**src/common/timer_unit_params.svh**
```systemverilog
// Named constants of the 16-bit timer/counter control block.
// Assumes inclusion by bare name from common/ on the include path.
`ifndef TIMER_UNIT_PARAMS_SVH
`define TIMER_UNIT_PARAMS_SVH
// Register indices; the byte address on the bus is four times the index.
`define TU_IDX_CTRL 8'h0F
`define TU_IDX_CMP_LO 8'h10
`define TU_IDX_CMP_HI 8'h11
`define TU_IDX_CAP_LO 8'h12
`define TU_IDX_CAP_HI 8'h13
`define TU_IDX_STATUS 8'h14
// Control register fields and reset values.
`define TU_CTRL_RESET 8'h00
`define TU_TIMER_RESET 16'hFFFF
`define TU_BIT_FLIPFLOP 7
`define TU_BIT_OPTION 6
`define TU_START_HI 5
`define TU_START_LO 4
`define TU_CLK_HI 3
`define TU_CLK_LO 2
`define TU_MODE_HI 1
`define TU_MODE_LO 0
// Prescaler taps: divisor 2^(tap+1), one more when the prescale flag is set.
`define TU_PRESCALE_W 13
`define TU_TAP_SLOW 4'd10
`define TU_TAP_MID 4'd6
`define TU_TAP_FAST 4'd2
`endif

```
**src/common/timer_unit_pkg.sv**
```systemverilog
// Types shared by the timer/counter control block.
// Assumes nothing beyond a SystemVerilog compiler.
package timer_unit_pkg;
    typedef enum logic [1:0] {
        START_STOP = 2'h0,
        START_COMMAND = 2'h1,
        START_RISE = 2'h2,
        START_FALL = 2'h3
    } start_code_t;
    typedef enum logic [1:0] {
        MODE_TIMER = 2'h0,
        MODE_WINDOW = 2'h1,
        MODE_PULSE = 2'h2,
        MODE_PULSE_OUT = 2'h3
    } mode_code_t;
    typedef enum logic [1:0] {
        CLK_SLOW = 2'h0,
        CLK_MID = 2'h1,
        CLK_FAST = 2'h2,
        CLK_PIN = 2'h3
    } clock_code_t;
endpackage

```
**src/common/source_tick_if.sv**
```systemverilog
// Carries source-clock selection and the resulting ticks and pin events.
// Assumes both ends run on the same clock.
`timescale 1ns/1ps
`default_nettype none
interface source_tick_if;
    import timer_unit_pkg::*;
    clock_code_t clockSel;
    logic prescaleFlag;
    logic countFalling;
    logic tick;
    logic pinLevel;
    logic pinRise;
    logic pinFall;
    modport gen (input clockSel, prescaleFlag, countFalling,
                 output tick, pinLevel, pinRise, pinFall);
    modport user (output clockSel, prescaleFlag, countFalling,
                  input tick, pinLevel, pinRise, pinFall);
endinterface
`default_nettype wire

```
**src/verilog/source_tick_gen.sv**
```systemverilog
// Source clock tick generator: prescaler taps and the timer input pin.
// Assumes clk is the high-frequency clock and the pin is asynchronous.
`timescale 1ns/1ps
`default_nettype none
`include "timer_unit_params.svh"
module source_tick_gen (
    input wire logic clk,
    input wire logic rst_n,
    input wire logic timerPin,
    source_tick_if.gen tickBus
);
    import timer_unit_pkg::*;
    logic [`TU_PRESCALE_W-1:0] prescale_r;
    logic pinMeta_r;
    logic pinSync_r;
    logic pinPrev_r;
    logic tapPrev_r;
    logic [3:0] tapBase;
    logic [3:0] tapIdx;
    logic tapBit;
    logic pinEdge;

    assign tapBase = (tickBus.clockSel == CLK_SLOW) ? `TU_TAP_SLOW :
                     (tickBus.clockSel == CLK_MID) ? `TU_TAP_MID : `TU_TAP_FAST;
    assign tapIdx = tapBase + {3'h0, tickBus.prescaleFlag};
    assign tapBit = prescale_r[tapIdx];
    assign tickBus.pinLevel = pinSync_r;
    assign tickBus.pinRise = pinSync_r & ~pinPrev_r;
    assign tickBus.pinFall = ~pinSync_r & pinPrev_r;
    assign pinEdge = tickBus.countFalling ? tickBus.pinFall : tickBus.pinRise;
    // A tick marks the rising edge of the chosen prescaler tap, or the pin edge picked by countFalling.
    assign tickBus.tick = (tickBus.clockSel == CLK_PIN) ? pinEdge :
                          (tapBit & ~tapPrev_r);

    always_ff @(posedge clk or negedge rst_n) begin
        if (!rst_n) begin
            prescale_r <= '0;
            pinMeta_r <= 1'b0;
            pinSync_r <= 1'b0;
            pinPrev_r <= 1'b0;
            tapPrev_r <= 1'b0;
        end else begin
            prescale_r <= prescale_r + 1'b1;
            pinMeta_r <= timerPin;
            pinSync_r <= pinMeta_r;
            pinPrev_r <= pinSync_r;
            tapPrev_r <= tapBit;
        end
    end
endmodule
`default_nettype wire

```
**src/verilog/timer_unit_one.sv**
```systemverilog
// Control and register section of a 16-bit timer/counter on AHB-Lite.
// Assumes a single AHB-Lite master issuing single word transfers.
`timescale 1ns/1ps
`default_nettype none
`include "timer_unit_params.svh"
// Contract
// - One 8-bit control register plus compare and capture/duty 16-bit registers.
// - Each timer register stages written bytes apart from the effective value.
// - Staged value takes effect at first source tick after upper byte write.
// - Writing only the lower byte never changes the effective value.
// - Control register resets to zero: stopped, all fields zero.
// - Start code 00 stops; 01 command start in timer and pulse-output only.
// - While start code is 00 the counter is held cleared.
// - Clock select picks prescaler taps or pin; prescale flag doubles divisors.
// - Mode field: timer/trigger/event, window, pulse width, pulse output.
// - Bit 6 enables auto-capture in timer, event and window modes.
// - Bit 6 selects trigger stop, or one-shot in pulse-output mode.
// - Stop-mode entry forces start code 00 and halts the counter.
// - Auto-capture copies the counter into the capture register on ticks.
module timer_unit_one #(
    parameter int COUNT_W = 16
) (
    input wire logic clk,
    input wire logic rst_n,
    input wire logic hsel,
    input wire logic [31:0] haddr,
    input wire logic [1:0] htrans,
    input wire logic hwrite,
    input wire logic [2:0] hsize,
    input wire logic [31:0] hwdata,
    input wire logic hready,
    output logic [31:0] hrdata,
    output logic hreadyout,
    output logic hresp,
    input wire logic timerPin,
    input wire logic systemPrescaleFlag,
    input wire logic stopModeEntry,
    output logic matchPulse,
    output logic pulseOut,
    output logic counterRunning
);
    import timer_unit_pkg::*;

    source_tick_if tickBus ();

    logic [7:0] ctrl_r;
    logic [7:0] ctrl_nxt;
    logic [7:0] dataIdx_r;
    logic dataWrite_r;
    logic [31:0] hrdata_r;
    logic [31:0] hrdata_nxt;
    logic [7:0] cmpLo_r;
    logic [7:0] cmpHi_r;
    logic [7:0] capLo_r;
    logic [7:0] capHi_r;
    logic cmpPending_r;
    logic capPending_r;
    logic [COUNT_W-1:0] cmpEff_r;
    logic [COUNT_W-1:0] capEff_r;
    logic [COUNT_W-1:0] count_r;
    logic [COUNT_W-1:0] count_nxt;
    logic armed_r;
    logic halted_r;
    logic flipflop_r;
    logic match_r;
    logic running_r;

    // Bus decode.
    wire addrPhase = hsel & htrans[1] & hready;
    wire [7:0] addrIdx = haddr[9:2];
    wire wrCtrl = dataWrite_r & (dataIdx_r == `TU_IDX_CTRL);
    wire wrCmpLo = dataWrite_r & (dataIdx_r == `TU_IDX_CMP_LO);
    wire wrCmpHi = dataWrite_r & (dataIdx_r == `TU_IDX_CMP_HI);
    wire ppgMode = mode_code_t'(ctrl_r[`TU_MODE_HI:`TU_MODE_LO]) == MODE_PULSE_OUT;
    wire wrCapLo = dataWrite_r & (dataIdx_r == `TU_IDX_CAP_LO) & ppgMode;
    wire wrCapHi = dataWrite_r & (dataIdx_r == `TU_IDX_CAP_HI) & ppgMode;

    // Control field decode.
    wire [1:0] startField = ctrl_r[`TU_START_HI:`TU_START_LO];
    wire [1:0] clockField = ctrl_r[`TU_CLK_HI:`TU_CLK_LO];
    wire [1:0] modeField = ctrl_r[`TU_MODE_HI:`TU_MODE_LO];
    wire option = ctrl_r[`TU_BIT_OPTION];
    wire stopped = start_code_t'(startField) == START_STOP;
    wire timerMode = mode_code_t'(modeField) == MODE_TIMER;
    wire windowMode = mode_code_t'(modeField) == MODE_WINDOW;
    wire pulseMode = mode_code_t'(modeField) == MODE_PULSE;
    wire pinClock = clock_code_t'(clockField) == CLK_PIN;
    wire eventMode = timerMode & startField[1] & pinClock;
    wire triggerMode = timerMode & startField[1] & ~pinClock;
    wire autoCapture = option & (timerMode | windowMode);
    wire singleEdgeCapture = option & pulseMode;
    wire triggerStop = option & triggerMode;
    wire oneShot = option & ppgMode;

    // Start control: 01 only starts timer and pulse-output modes.
    wire commandRun = (start_code_t'(startField) == START_COMMAND)
                      & (timerMode | ppgMode);
    wire startEdge = startField[0] ? tickBus.pinFall : tickBus.pinRise;
    wire stopEdge = startField[0] ? tickBus.pinRise : tickBus.pinFall;
    wire windowOpen = startField[0] ? ~tickBus.pinLevel : tickBus.pinLevel;
    wire edgeArmed = startField[1] & (triggerMode | pulseMode | ppgMode);
    wire runNow = ~halted_r & (commandRun | eventMode
                  | (windowMode & startField[1] & windowOpen)
                  | (edgeArmed & armed_r));
    wire countTick = tickBus.tick & runNow;
    wire atMatch = countTick & (count_r == cmpEff_r);
    wire atDuty = countTick & ppgMode & (count_r == capEff_r);
    wire capTick = tickBus.tick & autoCapture & ~stopped;
    wire trigAbort = triggerStop & armed_r & stopEdge;

    assign tickBus.clockSel = clock_code_t'(clockField);
    assign tickBus.prescaleFlag = systemPrescaleFlag;
    assign tickBus.countFalling = startField[0];

    source_tick_gen tickGen (
        .clk(clk),
        .rst_n(rst_n),
        .timerPin(timerPin),
        .tickBus(tickBus)
    );

    // Control register: stop-mode entry overrides the start field of a software write.
    always_comb begin
        ctrl_nxt = ctrl_r;
        if (wrCtrl) begin
            ctrl_nxt = hwdata[7:0];
        end
        if (stopModeEntry) begin
            ctrl_nxt[`TU_START_HI:`TU_START_LO] = START_STOP;
        end
    end

    // Counter: cleared while stopped, cleared on compare match.
    always_comb begin
        count_nxt = count_r;
        if (stopped || trigAbort) begin
            count_nxt = '0;
        end else if (atMatch) begin
            count_nxt = '0;
        end else if (countTick) begin
            count_nxt = count_r + 1'b1;
        end
    end

    // Read mux; the capture register is always readable.
    always_comb begin
        hrdata_nxt = 32'h0000_0000;
        case (addrIdx)
            `TU_IDX_CTRL: hrdata_nxt[7:0] = ctrl_r;
            `TU_IDX_CMP_LO: hrdata_nxt[COUNT_W-1:0] = cmpEff_r;
            `TU_IDX_CMP_HI: hrdata_nxt[7:0] = cmpEff_r[15:8];
            `TU_IDX_CAP_LO: hrdata_nxt[COUNT_W-1:0] = capEff_r;
            `TU_IDX_CAP_HI: hrdata_nxt[7:0] = capEff_r[15:8];
            `TU_IDX_STATUS: hrdata_nxt[7:0] = {singleEdgeCapture, oneShot, triggerStop,
                autoCapture, capPending_r, cmpPending_r, halted_r, running_r};
            default: hrdata_nxt = 32'h0000_0000;
        endcase
    end

    always_ff @(posedge clk or negedge rst_n) begin
        if (!rst_n) begin
            dataIdx_r <= 8'h00;
            dataWrite_r <= 1'b0;
            hrdata_r <= 32'h0000_0000;
        end else begin
            dataWrite_r <= addrPhase & hwrite;
            if (addrPhase) begin
                dataIdx_r <= addrIdx;
                hrdata_r <= hrdata_nxt;
            end
        end
    end

    always_ff @(posedge clk or negedge rst_n) begin
        if (!rst_n) begin
            ctrl_r <= `TU_CTRL_RESET;
        end else begin
            ctrl_r <= ctrl_nxt;
        end
    end

    // Staging bytes; a pending flag set by a new upper write wins over the commit.
    always_ff @(posedge clk or negedge rst_n) begin
        if (!rst_n) begin
            cmpLo_r <= 8'hFF;
            cmpHi_r <= 8'hFF;
            capLo_r <= 8'hFF;
            capHi_r <= 8'hFF;
            cmpPending_r <= 1'b0;
            capPending_r <= 1'b0;
        end else begin
            if (wrCmpLo) cmpLo_r <= hwdata[7:0];
            if (wrCmpHi) cmpHi_r <= hwdata[7:0];
            if (wrCapLo) capLo_r <= hwdata[7:0];
            if (wrCapHi) capHi_r <= hwdata[7:0];
            cmpPending_r <= wrCmpHi | (cmpPending_r & ~tickBus.tick);
            capPending_r <= wrCapHi | (capPending_r & ~tickBus.tick);
        end
    end

    // Effective values move only on a source tick.
    always_ff @(posedge clk or negedge rst_n) begin
        if (!rst_n) begin
            cmpEff_r <= `TU_TIMER_RESET;
            capEff_r <= `TU_TIMER_RESET;
        end else begin
            if (cmpPending_r && tickBus.tick) cmpEff_r <= {cmpHi_r, cmpLo_r};
            if (capTick) begin
                capEff_r <= count_r;
            end else if (capPending_r && tickBus.tick) begin
                capEff_r <= {capHi_r, capLo_r};
            end
        end
    end

    // Run state: edge arming, one-shot and trigger halts.
    always_ff @(posedge clk or negedge rst_n) begin
        if (!rst_n) begin
            count_r <= '0;
            armed_r <= 1'b0;
            halted_r <= 1'b0;
        end else begin
            count_r <= count_nxt;
            if (stopped) begin
                armed_r <= 1'b0;
                halted_r <= 1'b0;
            end else begin
                if (trigAbort || (atMatch && triggerMode)) armed_r <= 1'b0;
                else if (edgeArmed && startEdge) armed_r <= 1'b1;
                if (atMatch && oneShot) halted_r <= 1'b1;
            end
        end
    end

    // Pulse output follows the control bit while stopped and toggles at duty and period.
    always_ff @(posedge clk or negedge rst_n) begin
        if (!rst_n) begin
            flipflop_r <= 1'b0;
            match_r <= 1'b0;
            running_r <= 1'b0;
        end else begin
            match_r <= atMatch;
            running_r <= runNow & ~stopped;
            if (stopped) flipflop_r <= ctrl_r[`TU_BIT_FLIPFLOP];
            else if (atMatch ^ atDuty) flipflop_r <= ~flipflop_r;
        end
    end

    assign hrdata = hrdata_r;
    assign hreadyout = 1'b1;
    assign hresp = 1'b0;
    assign matchPulse = match_r;
    assign pulseOut = flipflop_r;
    assign counterRunning = running_r;
endmodule
`default_nettype wire

```
**config.mk**
```make
export PLATFORM = sky130hd
export DESIGN_NAME = timer_unit_one
export DESIGN_NICKNAME = d
export VERILOG_FILES = /design/src/common/timer_unit_pkg.sv /design/src/common/source_tick_if.sv /design/src/verilog/source_tick_gen.sv /design/src/verilog/timer_unit_one.sv
export VERILOG_INCLUDE_DIRS = /design/src /design/src/common
export SDC_FILE = /design/constraint.sdc
export NUM_CORES = 1
export LEC_CHECK = 0
export BUFFER_PORTS_ARGS = -buffer_cell sky130_fd_sc_hd__buf_4
export CORE_ASPECT_RATIO = 1.75
export CORE_UTILIZATION = 45
export CTS_CLUSTER_SIZE = 25
export DETAILED_ROUTE_END_ITERATION = 10
export HOLD_SLACK_MARGIN = 0.03
export PLACE_DENSITY = 0.66
export REMOVE_ABC_BUFFERS = 1
export SLEW_MARGIN = 20
export SYNTH_ARGS = -nofsm -noshare
export SYNTH_HDL_FRONTEND = slang
export SYNTH_HIERARCHICAL = 1
export SYNTH_SLANG_ARGS = --single-unit
```
**constraint.sdc**
```tcl
create_clock -name clk -period 2.75 [get_ports clk]
set_input_delay 0.4125 -clock clk [delete_from_list [all_inputs] [get_ports clk]]
set_output_delay 0.4125 -clock clk [all_outputs]
set_load 0.03 [all_outputs]
```
**Word level (Yosys, flattened, before mapping)**

Cells that the tools add are included.
W data, S select, Z words.

- Register bits: 137
- Bits of input ports: 77
- Output and inout bits: 37
- Word-level logic and storage cells: 142

- Reduce and logical (&&, ||, !) cells: 16
- Eq/ne operators: 19
- Bitwise operators: 55
- Add/sub/neg operators: 3
- Multiplexer cells: 24
- Order comparisons: 1

Operators with widths:

| operator | count |
|---|---|
| $mux W16 | 5 |
| $eq A8 B5 Y1 const B | 9 |
| $pmux W8 S6 | 1 |
| $and A1 B1 Y1 | 37 |
| $eq A16 B16 Y1 | 2 |
| $add A16 B1 Y16 const B | 1 |
| $eq A8 B4 Y1 const B | 2 |
| $pmux W8 S2 | 1 |
| $add A13 B1 Y13 const B | 1 |
| $mux W1 | 12 |
| $or A1 B1 Y1 | 9 |
| $not A1 Y1 | 8 |
| $reduce_bool A2 Y1 | 4 |
| $eq A2 B1 Y1 const B | 3 |
| $eq A2 B2 Y1 const B | 3 |
| $logic_not A2 Y1 | 3 |
| $mux W6 | 1 |
| $reduce_bool A3 Y1 | 2 |
| $logic_and A1 B1 Y1 | 5 |
| $lt A4 B5 Y1 const B | 1 |
| $add A4 B1 Y4 | 1 |
| $bmux W1 S4 | 1 |
| $mux W4 | 1 |
| $mux W3 | 1 |
| 3 further kinds | 4 |

**Longest topological paths before layout**

Gate-level depths: netlist of the first run.

- Depth in word-level cells: 15
- Mapped depth: 9

**Modules after synthesis**

The synthesis of the first run kept the hierarchy.

Modules (own cells, without submodules):

| module | instances | area an instance (µm²) | cells each | seq. area each (µm²) |
|---|---|---|---|---|
| timer_unit_one | 1 | 6174.7 | 555 | 3083.0 |
| source_tick_gen | 1 | 713.2 | 58 | 400.4 |

**Worst setup path after synthesis of the first run**

Ideal clock, no wire load.

- Kind: input -> register
- From: input port systemPrescaleFlag
- To: register count_r[9]
- Data arrival time: 2.249 ns
- Path slack: 0.423 ns
- Buffers on the path: 1
- Library setup time: 0.078 ns
- Stages: 9
- Path through: mux2_2 a22oi_1 a221oi_1 nor2b_1 o21ai_1 and2_1 clkbuf_1 or3_1 a21oi_1

- Word-level cells in the longest chain between the ends: 9
- Elaborated cells on any way between the ends: 10

Ends and longest elaborated chain:

| item | line | text |
|---|---|---|
| from (decl) | timer_unit_one.sv:36 | `input wire logic systemPrescaleFlag,` |
| $add A4 B1 Y4 (*) | source_tick_gen.sv:25 | `assign tapIdx = tapBase + {3'h0, tickBus.prescaleFlag};` |
| $bmux W1 S4 (*) | source_tick_gen.sv:26 | `assign tapBit = prescale_r[tapIdx];` |
| $mux W1 (implied by the code) (*) | source_tick_gen.sv:26 |  |
| $and A1 B1 Y1 (*) | source_tick_gen.sv:33 | `(tapBit & ~tapPrev_r);` |
| $mux W1 (*) | source_tick_gen.sv:32 | `assign tickBus.tick = (tickBus.clockSel == CLK_PIN) ? pinEdge :` |
| net tickBus.tick | source_tick_if.sv:10 | `logic tick;` |
| $and A1 B1 Y1 (*) | timer_unit_one.sv:105 | `wire countTick = tickBus.tick & runNow;` |
| $and A1 B1 Y1 | timer_unit_one.sv:106 | `wire atMatch = countTick & (count_r == cmpEff_r);` |
| $mux W16 | timer_unit_one.sv:138 | `end else if (atMatch) begin` |
| $mux W16 | timer_unit_one.sv:136 | `if (stopped \|\| trigAbort) begin` |
| to (signal assigned) | timer_unit_one.sv:223 | `count_r <= count_nxt;` |
| to (decl) | timer_unit_one.sv:60 | `logic [COUNT_W-1:0] count_r;` |

The timed path passes the listed nets; every way through them passes the cells marked *. The select of a mux whose other input is x is not followed.
A chain may end at the register's enable or synchronous reset.

**Worst setup path in the final report of the first run**

- From: register ctrl_r[0]
- To: register count_r[10]

- Word-level cells in the longest chain between the ends: 13
- Elaborated cells on any way between the ends: 28

Ends and longest elaborated chain:

| item | line | text |
|---|---|---|
| from (decl) | timer_unit_one.sv:46 | `logic [7:0] ctrl_r;` |
| from (signal assigned) | timer_unit_one.sv:176 | `` ctrl_r <= `TU_CTRL_RESET; `` |
| from (signal assigned) | timer_unit_one.sv:178 | `ctrl_r <= ctrl_nxt;` |
| $logic_not A2 Y1 | timer_unit_one.sv:84 | `wire timerMode = mode_code_t'(modeField) == MODE_TIMER;` |
| $and A1 B1 Y1 | timer_unit_one.sv:88, timer_unit_one.sv:89 |  |
| $and A1 B1 Y1 | timer_unit_one.sv:89 | `wire triggerMode = timerMode & startField[1] & ~pinClock;` |
| $or A1 B1 Y1 (2 in a row) | timer_unit_one.sv:101 | `wire edgeArmed = startField[1] & (triggerMode \| pulseMode \| ppgMode);` |
| $and A1 B1 Y1 | timer_unit_one.sv:101 |  |
| $and A1 B1 Y1 | timer_unit_one.sv:104 | `\| (edgeArmed & armed_r));` |
| $or A1 B1 Y1 | timer_unit_one.sv:104 |  |
| $and A1 B1 Y1 | timer_unit_one.sv:102 | `wire runNow = ~halted_r & (commandRun \| eventMode` |
| $and A1 B1 Y1 | timer_unit_one.sv:105 |  |
| $and A1 B1 Y1 | timer_unit_one.sv:106 |  |
| $mux W16 | timer_unit_one.sv:138 |  |
| $mux W16 | timer_unit_one.sv:136 |  |

Several ways; a longest one is shown, not always the timed one.

==> results.md, run 1 <==
* Final hold slack at 0.1028 ns
* Die area at 0.01582 sq mm
* Non-filler cells in the finished layout at 861
* H-tree depth at 4
* Share of layout cells above drive strength 1 at 37.46%
* Clock Tree Buf Depth at 2
* Post-Synthesis Cells at 613
* Gr usage total at 21.72%
* Synth Warn # at 6
* Main combinational cell family by area after synthesis: multiplexers
* Synth top area share at 26.16%
* Final setup fails at 0
* Ys flop type: dfrtp_1
* Initial Util at 46.19%
* Fin Setup TNS at 0 ns
* WP data arrival at 2.87 ns
* Post-synth top area cell: dfrtp_1
* Ant diodes at 0
* DIE HEIGHT at 165.7 um
* Post-Synth XOR/XNOR Area at 6.358%
* Simple-gate share of the synthesized area at 12.30%
* Initial antenna violation count at 0
* Max-slew violations at 0
* Peak supply drop at 0.3691 mV
* Min-delay worst type: input pin to flip-flop
* Clock root buffer master: clkbuf_16
* Final core occ at 53.87%
* P_leak at 0.003585 uW
* Clk sinks at 136
* Placed cell areas at 0.007431 sq mm
* Relative slew slack at 39.17%
* Synthesized area per cell at 11.24 sq um
* Mapped cell area at 0.006888 sq mm
* Worst slew pin tran at 0.9113 ns
* Drt pass-1 iters at 4
* Area Overhead vs Synth at 16.62%
* Die Width at 95.52 um
* Final Hold Fails at 0
* Global-route wire length before repair at 25800 um
* Fill count at 1337
* Antenna viol nets, final at 0
* CP required at 3.08 ns
* I/O pins at 114
* Mux cell area share after synthesis at 16.00%
* HPWL after DPL at 12120 um
* DR vias/cell at 5.628
* Port buffer count at 43
* Final GP Congestion at 0.9118
* Placed Cells at 828
* Compound-Gate Fraction of Synth Area at 9.046%
* Most frequent cells in the layout: dfrtp_1, buf_4, mux2_2, dfstp_2, nand2_1
* Total gr overflow at 0
* Area contributors post-synth: dfrtp_1, dfstp_2, mux2_2
* Minimum clock period at 2.540 ns
* WS Path Type: flip-flop to flip-flop
* Power per cell area at 631.7 mW/mm^2
* Via count at 4846
* Clk slew on worst S/H paths at 0.06 ns
* Clock Skew at 0.01411 ns
* Initial DRC Count at 214
* Maxcap violations at 0
* Routed wire length at 16450 um
* Setup repair after global routing missed its margin: no
* Critical Path End Type: flip-flop
* Largest net degree at the start of global routing at 68
* Outcome: complete, no violations
* Post-synthesis adder-cell area fraction at 1.090%
* Async SR Flop Fraction at 100.0%
* Worst setup SP type: flip-flop
* Rows at 59
* DRC at 0
* Fin crit share at 92.35%
* Sequential cell area fraction in the yosys report at 50.57%
* Yosys cell types at 56
* Final Instance Area at 0.008033 sq mm
* Most common cell after layout, fill and taps aside: dfrtp_1
* Post-synthesis register bit count at 136
* Achievable Freq at 0.3938 GHz
* Vias in the first global route at 4902
* Final #Nets at 748
* Core area at 0.01491 sq mm
* TritonCTS clock tree: done
* Clock Latency Late Sink at 0.42 ns
* Num CTS Buffers at 17
* Crit path max fanout at 12
* Wirelength per Cell at 19.10 um
* Post-synth EDFFs at 0
[worst paths after layout]
check,start,to,slack (ns),cells past startpoint
setup / recovery,ctrl_r[0],count_r[10],0.21,9
hold / removal,timerPin,tickGen/pinMeta_r,0.10,1
setup reg to reg,ctrl_r[0],count_r[10],0.21,9
hold reg to reg,tickGen/pinMeta_r,tickGen/tickBus.pinLevel,0.36,0
max in group asynchronous,rst_n,capEff_r[10],1.37,3
min in group asynchronous,rst_n,tickGen/prescale_r[5],0.55,2
[cell usage after synthesis (all sizes together), types with 2 or more instances]
cell      n
nand4     7
xor2     29
nor2     29
conb      2
clkbuf   29
mux2i    19
inv       9
nand2b    2
and2      4
dfrtp    72
nand2    59
or3       8
xnor2    21
nor4      8
dfstp    64
a22oi    14
nor2b     7
or2       2
a31oi     2
a21o      2
mux2     71
a32o      2
a2111oi   2
ha        6
nand3    14
a221oi    7
or4b      3
mux4      4
o311a     2
a21boi    3
o21ai    50
and3      7
buf      24
nor3      9
a21oi    11
[per-stage QoR]
stage          power (uW)  worst slack [ns]
6_report             5074            0.2104
5_1_grt              5271           0.06396
4_1_cts              5106           0.03505
3_5_place_dp         2889           0.05516
3_3_place_gp         2859           0.09774
2_1_floorplan        2665           -0.3704
[worst max-delay path, cell delays in order, from the launching register on]
cell and delay (ns):
dfrtp_1 0.46, inv_1 0.12, ha_1 0.18, nand2_1 0.07, a21oi_1 0.30, a41oi_2 0.27, buf_4 0.23, and2_1 0.27
or3_1 0.38, a21oi_1 0.17
[sequential cells by signal (all words and copies together) (netlist names), 8 cells and up]
name	count
dataIdx_r	8
capLo_r	8
capHi_r	8
ctrl_r	8
tickGen/prescale_r	12
hrdata	16
cmpHi_r	8
cmpEff_r	16
count_r	16
capEff_r	16
cmpLo_r	8
[layout make-up]
class                      instances  area [sq um]  area share, %
clock inverter                    14         137.6          1.713
tap                              183         229.0          2.850
multi-input combinational        431          3178          39.56
timing repair buffer              70         531.8          6.620
inverter                           9         33.78         0.4206
clock buffer                      18         439.2          5.467
sequential                       136          3483          43.36
[report_power, final]
| group | internal [uW] | total [uW] | leakage, uW | switching (uW) |
|---|---|---|---|---|
| clock network | 1290 | 2210 | 0.000282 | 923 |
| logic | 231 | 482 | 0.00168 | 251 |
| registers | 2220 | 2380 | 0.00162 | 153 |
[layer usage]
layer | vias to the layer above | track usage (%) | share of wire, %
li1 | 2246 | - | -
met1 | 2415 | 24.40 | 39
met2 | 133 | 37.73 | 53
met3 | 52 | 4.040 | 3.3
met4 | 0 | 11.68 | 5.0
met5 | - | 0 | 0
[kinds of logic (layout without fill, tap and decap cells)]
logic type	Yosys count	in the layout
AND/OR/NAND/NOR	163	163
flip-flops	136	136
AO/OA/AOI/OAI	100	100
multiplexers	94	94
buffers and inverters	62	111
XOR/XNOR	50	50
adder cells (fa/ha/maj)	6	6
other	2	18
[repair_timing]
action / 4_1_cts / 5_1_grt
hold endpoints to repair: 52 / 0
resized for setup: 0 / 3
hold buffers: 1 / 0
buffers inserted: 0 / 0
endpoints found under the setup margin: 0 / 8
No activity file was read; power rests on OpenSTA's default activity.
==> run 2: changes to the inputs <==
--- a/config.mk
+++ b/config.mk
@@ -6,13 +6,13 @@
 export SDC_FILE = /design/constraint.sdc
 export NUM_CORES = 1
 export LEC_CHECK = 0
-export BUFFER_PORTS_ARGS = -buffer_cell sky130_fd_sc_hd__buf_4
 export CORE_ASPECT_RATIO = 1.75
 export CORE_UTILIZATION = 45
 export CTS_CLUSTER_SIZE = 25
 export DETAILED_ROUTE_END_ITERATION = 10
+export DONT_BUFFER_PORTS = 1
 export HOLD_SLACK_MARGIN = 0.03
-export PLACE_DENSITY = 0.66
+export MAX_ROUTING_LAYER = met4
 export REMOVE_ABC_BUFFERS = 1
 export SLEW_MARGIN = 20
 export SYNTH_ARGS = -nofsm -noshare
==> run 2 against run 1 <==
- the run now ends with negative hold slack left
- first-iteration DRC count grew 39%
- sequential cell count is the same
- non-clock buffer count shrank 46
- sequential share of layout area grew 1.8 points
- combinational power shrank 21%
- via count shrank 2.6%
- final area shrank 3.9%
- clock power grew 6%
- die area is the same
- hold slack lost 0.41 ns
- global-route usage grew 1.3 points
==> results.md, run 2 (same netlist as run 1, synthesis figures left out) <==
* Most common cell after layout, fill and taps aside: dfrtp_1
* Hold-fix buffers, CTS at 1
* Final #Nets at 702
* Area of the multi-input gates at 0.003163 sq mm
* Final hold slack at -0.3100 ns
* Critical Path End Type: flip-flop
* Share of layout cells above drive strength 1 at 32.44%
* Final setup fails at 0
* CP max stage delay at 0.43 ns
* Die Width at 95.52 um
* Final core occ at 51.77%
* CP required at 3.09 ns
* Drt pass-1 iters at 5
* Minimum clock period at 2.524 ns
* Total gr overflow at 0
* Min-delay worst type: input pin to asynchronous set/reset pin
* Relative slew slack at 46.03%
* Antenna viol nets, final at 0
* Routed wire length at 16610 um
* Post-CTS Setup Repair Bufs at 0
* Initial antenna violation count at 0
* Slack of the critical path at 0.2256 ns
* Clk sinks at 136
* Clock share of power at 45.8%
* Global-route wire length before repair at 26550 um
* Sw power at 1274 uW
* Maxcap violations at 0
* Largest net degree at the start of global routing at 137
* Switching Fraction at 24.93%
* Crit path cell chain: inv_1 > ha_1 > nand2_1 > a21oi_1 > a41oi_1 > and2_1 > or3_1 > a21oi_1
* P_leak at 0.003376 uW
* Initial Util at 46.19%
* Fill count at 1329
* Comb power frac at 7.4%
* H-tree depth at 4
* Peak supply drop at 0.2955 mV
* Power per cell area at 661.8 mW/mm^2
* Most frequent cells in the layout: dfrtp_1, mux2_2, dfstp_2, nand2_1, o21ai_0
* Area Overhead vs Synth at 12.08%
* Final GP Congestion at 0.8861
* CTS resizes at 0
* Clk slew on worst S/H paths at 0.06 ns
* FF/Latch Area at 0.003483 sq mm
* Gr usage total at 23.04%
* Port buffer count at 0
* I/O pins at 114
* Worst slew pin tran at 0.7991 ns
* Die area at 0.01582 sq mm
* Dpl ws at 0.2108 ns
* Clock Tree Buf Depth at 2
* Achievable Freq at 0.3961 GHz
* Crit path max fanout at 12
* Final Hold Fails at 136
* Num CTS Buffers at 17
* Max-slew violations at 0
* Sequential power share at 46.8%
* DRC at 0
* Wirelength per Cell at 20.38 um
* DR vias/cell at 5.789
* TritonCTS clock tree: done
* Most frequent CP cell: a21oi_1
* Outcome: finished with violations
* Via count at 4718
* Clock Latency Late Sink at 0.41 ns
* CP max-delay cell: a41oi_1
* DIE HEIGHT at 165.7 um
* WS Path Type: flip-flop to flip-flop
* Core area at 0.01491 sq mm
* Cell Int Power at 3835 uW
* Vias in the first global route at 4898
* Initial DRC Count at 298
* Clock root buffer master: clkbuf_16
* Fin crit share at 91.80%
* Ant diodes at 0
* Worst setup SP type: flip-flop
* WP data arrival at 2.86 ns
* HPWL after DPL at 11950 um
* Rows at 59
* Setup repair after global routing missed its margin: no
* Clock Skew at 0.008453 ns
* Failing checks: negative hold slack
-- run 2: cell types whose count changed in the layout (fill, tap and decap cells not counted), sizes merged --
cell and change:
buf -46, clkbuf +2, clkinv -1, clkinvlp -1
-- run 2: metal layers --
| metal | GRT usage [%] | wire [um] | up-vias |
|---|---|---|---|
| met4 | 9.474 | 550 | 0 |
| met1 | 24.20 | 6137 | 2368 |
| met5 | - | 0 | - |
| met3 | 4.086 | 687 | 40 |
| li1 | - | - | 2162 |
| met2 | 41.15 | 9230 | 148 |
-- run 2: layout make-up --
class / count / area share [%]
clock buffers: 20 / 6.337
clock inverters: 12 / 1.637
repair buffers: 24 / 2.528
flip-flops and latches: 136 / 45.12
well taps: 183 / 2.966
inverters: 9 / 0.4376
multi-input cells: 431 / 40.97
-- run 2: path summary, 6_finish.rpt --
check                           depth (start not counted)  slack (ns)              start                       end
worst max-delay path                                    8        0.23          ctrl_r[0]                count_r[6]
worst min-delay path                                    0       -0.31              rst_n     tickGen/prescale_r[5]
worst max register to register                          8        0.23          ctrl_r[0]                count_r[6]
worst min register to register                          0        0.36  tickGen/pinMeta_r  tickGen/tickBus.pinLevel
max in group asynchronous                               0        2.79              rst_n              cmpEff_r[12]
min in group clk                                        1        0.06      stopModeEntry                 ctrl_r[4]
-- run 2: worst max-delay path: cells and delay by family, from the launching register on --
family	cells	cell delay, ns
buf+inv	1	0.10
flops	1	0.38
simple gates	3	0.90
fa+ha+maj	1	0.21
compound gates	3	0.86
-- run 2: power groups by stage --
stage	combinational (uW)	clock, uW	sequential, uW
after floorplan	311	0	2350
after global placement	365	0	2410
after detailed placement	378	0	2420
after CTS	381	2380	2390
after global routing	418	2450	2410
final	379	2340	2390
-- run 2: metrics by stage --
| step | hold slack [ns] | TNS (ns) | std cells | cell area, sq um | total power [uW] |
|---|---|---|---|---|---|
| 6_report | -0.3100 | 0 | 815 | 7720 | 5109 |
| 5_1_grt | -0.3224 | 0 | 815 | 7720 | 5282 |
| 4_1_cts | -0.3231 | 0 | 815 | 7720 | 5144 |
| 3_5_place_dp | 0.1206 | 0 | 782 | 7094 | 2796 |
| 3_3_place_gp | 0.1218 | 0 | 782 | 7094 | 2773 |
| 2_1_floorplan | 0.1169 | -5.975 | 576 | 6670 | 2665 |
==> run 3: changes to the inputs <==
--- a/config.mk
+++ b/config.mk
@@ -13,6 +13,7 @@
 export DONT_BUFFER_PORTS = 1
 export HOLD_SLACK_MARGIN = 0.03
 export MAX_ROUTING_LAYER = met4
+export PLACE_DENSITY_LB_ADDON = 0.15
 export REMOVE_ABC_BUFFERS = 1
 export SLEW_MARGIN = 20
 export SYNTH_ARGS = -nofsm -noshare
==> run 3 against run 2 <==
- the run still ends with negative hold slack left
- clock skew rose by 0.00099 ns
- clock power fell by 3%
- global-route usage rose by 1.0 points
- critical path type unchanged
- sequential share of layout area fell by 0.16 points
==> results.md, run 3 (same netlist as run 1, synthesis figures left out) <==
* Core area at 0.01491 sq mm
* Post-CTS Setup Repair Bufs at 0
* Fin crit share at 92.71%
* Clk slew on worst S/H paths at 0.06 ns
* Relative slew slack at 40.25%
* Family with the most delay on the worst path: compound AO/OA/AOI/OAI gates
* Routing usage on met1 at 26.36%
* Max-slew violations at 0
* Non-filler cells in the finished layout at 823
* Die area at 0.01582 sq mm
* Drt pass-1 iters at 4
* Largest net degree at the start of global routing at 137
* Hold-fix buffers, CTS at 1
* Failing checks: negative hold slack
* CP max-delay cell: dfstp_2
* Min-delay worst type: input pin to asynchronous set/reset pin
* WP data arrival at 2.85 ns
* Wirelength per Cell at 20.72 um
* Fin Setup TNS at 0 ns
* Met2 usage in global routing at 41.68%
* Minimum clock period at 2.549 ns
* I/O pins at 114
* P_leak at 0.003405 uW
* Clock Skew at 0.009448 ns
* Final GP Congestion at 0.9157
* CP max stage delay at 0.59 ns
* Critical Path End Type: flip-flop
* CP bufs+invs at 0
* Port buffer count at 0
* Final #Nets at 710
* Ant diodes at 0
* Final core occ at 51.97%
* Initial DRC Count at 304
* DRC at 0
* Routed wire length at 17050 um
* Peak supply drop at 0.4266 mV
* Placed Cells at 790
* Power per cell area at 648.4 mW/mm^2
* Initial antenna violation count at 0
* Antenna viol nets, final at 0
* TritonCTS clock tree: done
* Final Hold Fails at 136
* Grt met3 use at 3.994%
* Rows at 59
* Die Width at 95.52 um
* Clk sinks at 136
* Achievable Freq at 0.3922 GHz
* Clock Latency Late Sink at 0.42 ns
* Global-route wire length before repair at 27460 um
* Via count at 4669
* Total gr overflow at 0
* Most common cell after layout, fill and taps aside: dfrtp_1
* Gr usage total at 24.09%
* Crit path cell chain: xor2_1 > nor4_1 > nand4_1 > o21ai_2 > o21ai_0 > a32o_1
* DR vias/cell at 5.673
* Vias in the first global route at 4954
* Clock Tree Buf Depth at 2
* Tot Pwr at 5025 uW
* Worst setup SP type: flip-flop
* Maxcap violations at 0
* Fill count at 1331
* H-tree depth at 4
* Most frequent cells in the layout: dfrtp_1, mux2_2, dfstp_2, nand2_1, o21ai_0
* Final hold slack at -0.3110 ns
* Final setup fails at 0
* Clock root buffer master: clkbuf_16
* Gr busiest metal: met2
* Crit path max fanout at 12
* Setup repair after global routing missed its margin: no
* Area Overhead vs Synth at 12.52%
* WS Path Type: flip-flop to flip-flop
* Outcome: finished with violations
* Num CTS Buffers at 17
* Initial Util at 46.19%
* DIE HEIGHT at 165.7 um
* HPWL after DPL at 12170 um
* Worst slew pin tran at 0.8953 ns
* CP required at 3.06 ns
* Share of layout cells above drive strength 1 at 33.75%
==> run 3: worst paths after layout <==
check	from	endpoint	cells past startpoint	slack, ns
max reg2reg	cmpEff_r[14]	count_r[12]	6	0.20
min in group clk	stopModeEntry	ctrl_r[5]	1	0.06
min reg2reg	tickGen/pinMeta_r	tickGen/tickBus.pinLevel	0	0.35
max in group asynchronous	rst_n	capEff_r[14]	0	2.80
max	cmpEff_r[14]	count_r[12]	6	0.20
min	rst_n	tickGen/prescale_r[0]	0	-0.31
==> run 3: cell type report <==
type	count	area [sq um]	share of cell area (%)
Clock inverter	14	147.6	1.905
Tap cell	183	229.0	2.954
Clock buffer	18	439.2	5.667
Sequential cell	136	3485	44.96
Inverter	9	33.78	0.4359
Multi-Input combinational cell	431	3173	40.94
Timing Repair Buffer	32	242.7	3.132
==> run 3: layer usage <==
layer  wire length [um]  share of wire, %  up-vias
met2               9364                55       94
met3                415               2.4       41
met5                  0                 0        -
met4                662               3.9        0
li1                   -                 -     2161
met1               6611                39     2373
==> run 3: power breakdown <==
part	leakage [uW]	total (uW)	switching, uW	internal [uW]
Combinational	0.00149	388	184	203
Clock	0.000295	2260	898	1360
Sequential	0.00162	2380	152	2220
==> run 3: repair_timing <==
action                                  4_1_cts  5_1_grt
hold endpoints to repair                    137      136
resized for setup                             1        2
endpoints found under the setup margin        3        5
cloned                                        0        0
==> run 3: through the flow <==
stage	area, sq um	setup WS, ns
3_3_place_gp	7142	0.02021
5_1_grt	7750	0.06407
6_report	7750	0.2005
2_1_floorplan	6670	-0.3704
3_5_place_dp	7142	-0.05567
4_1_cts	7742	0.1809
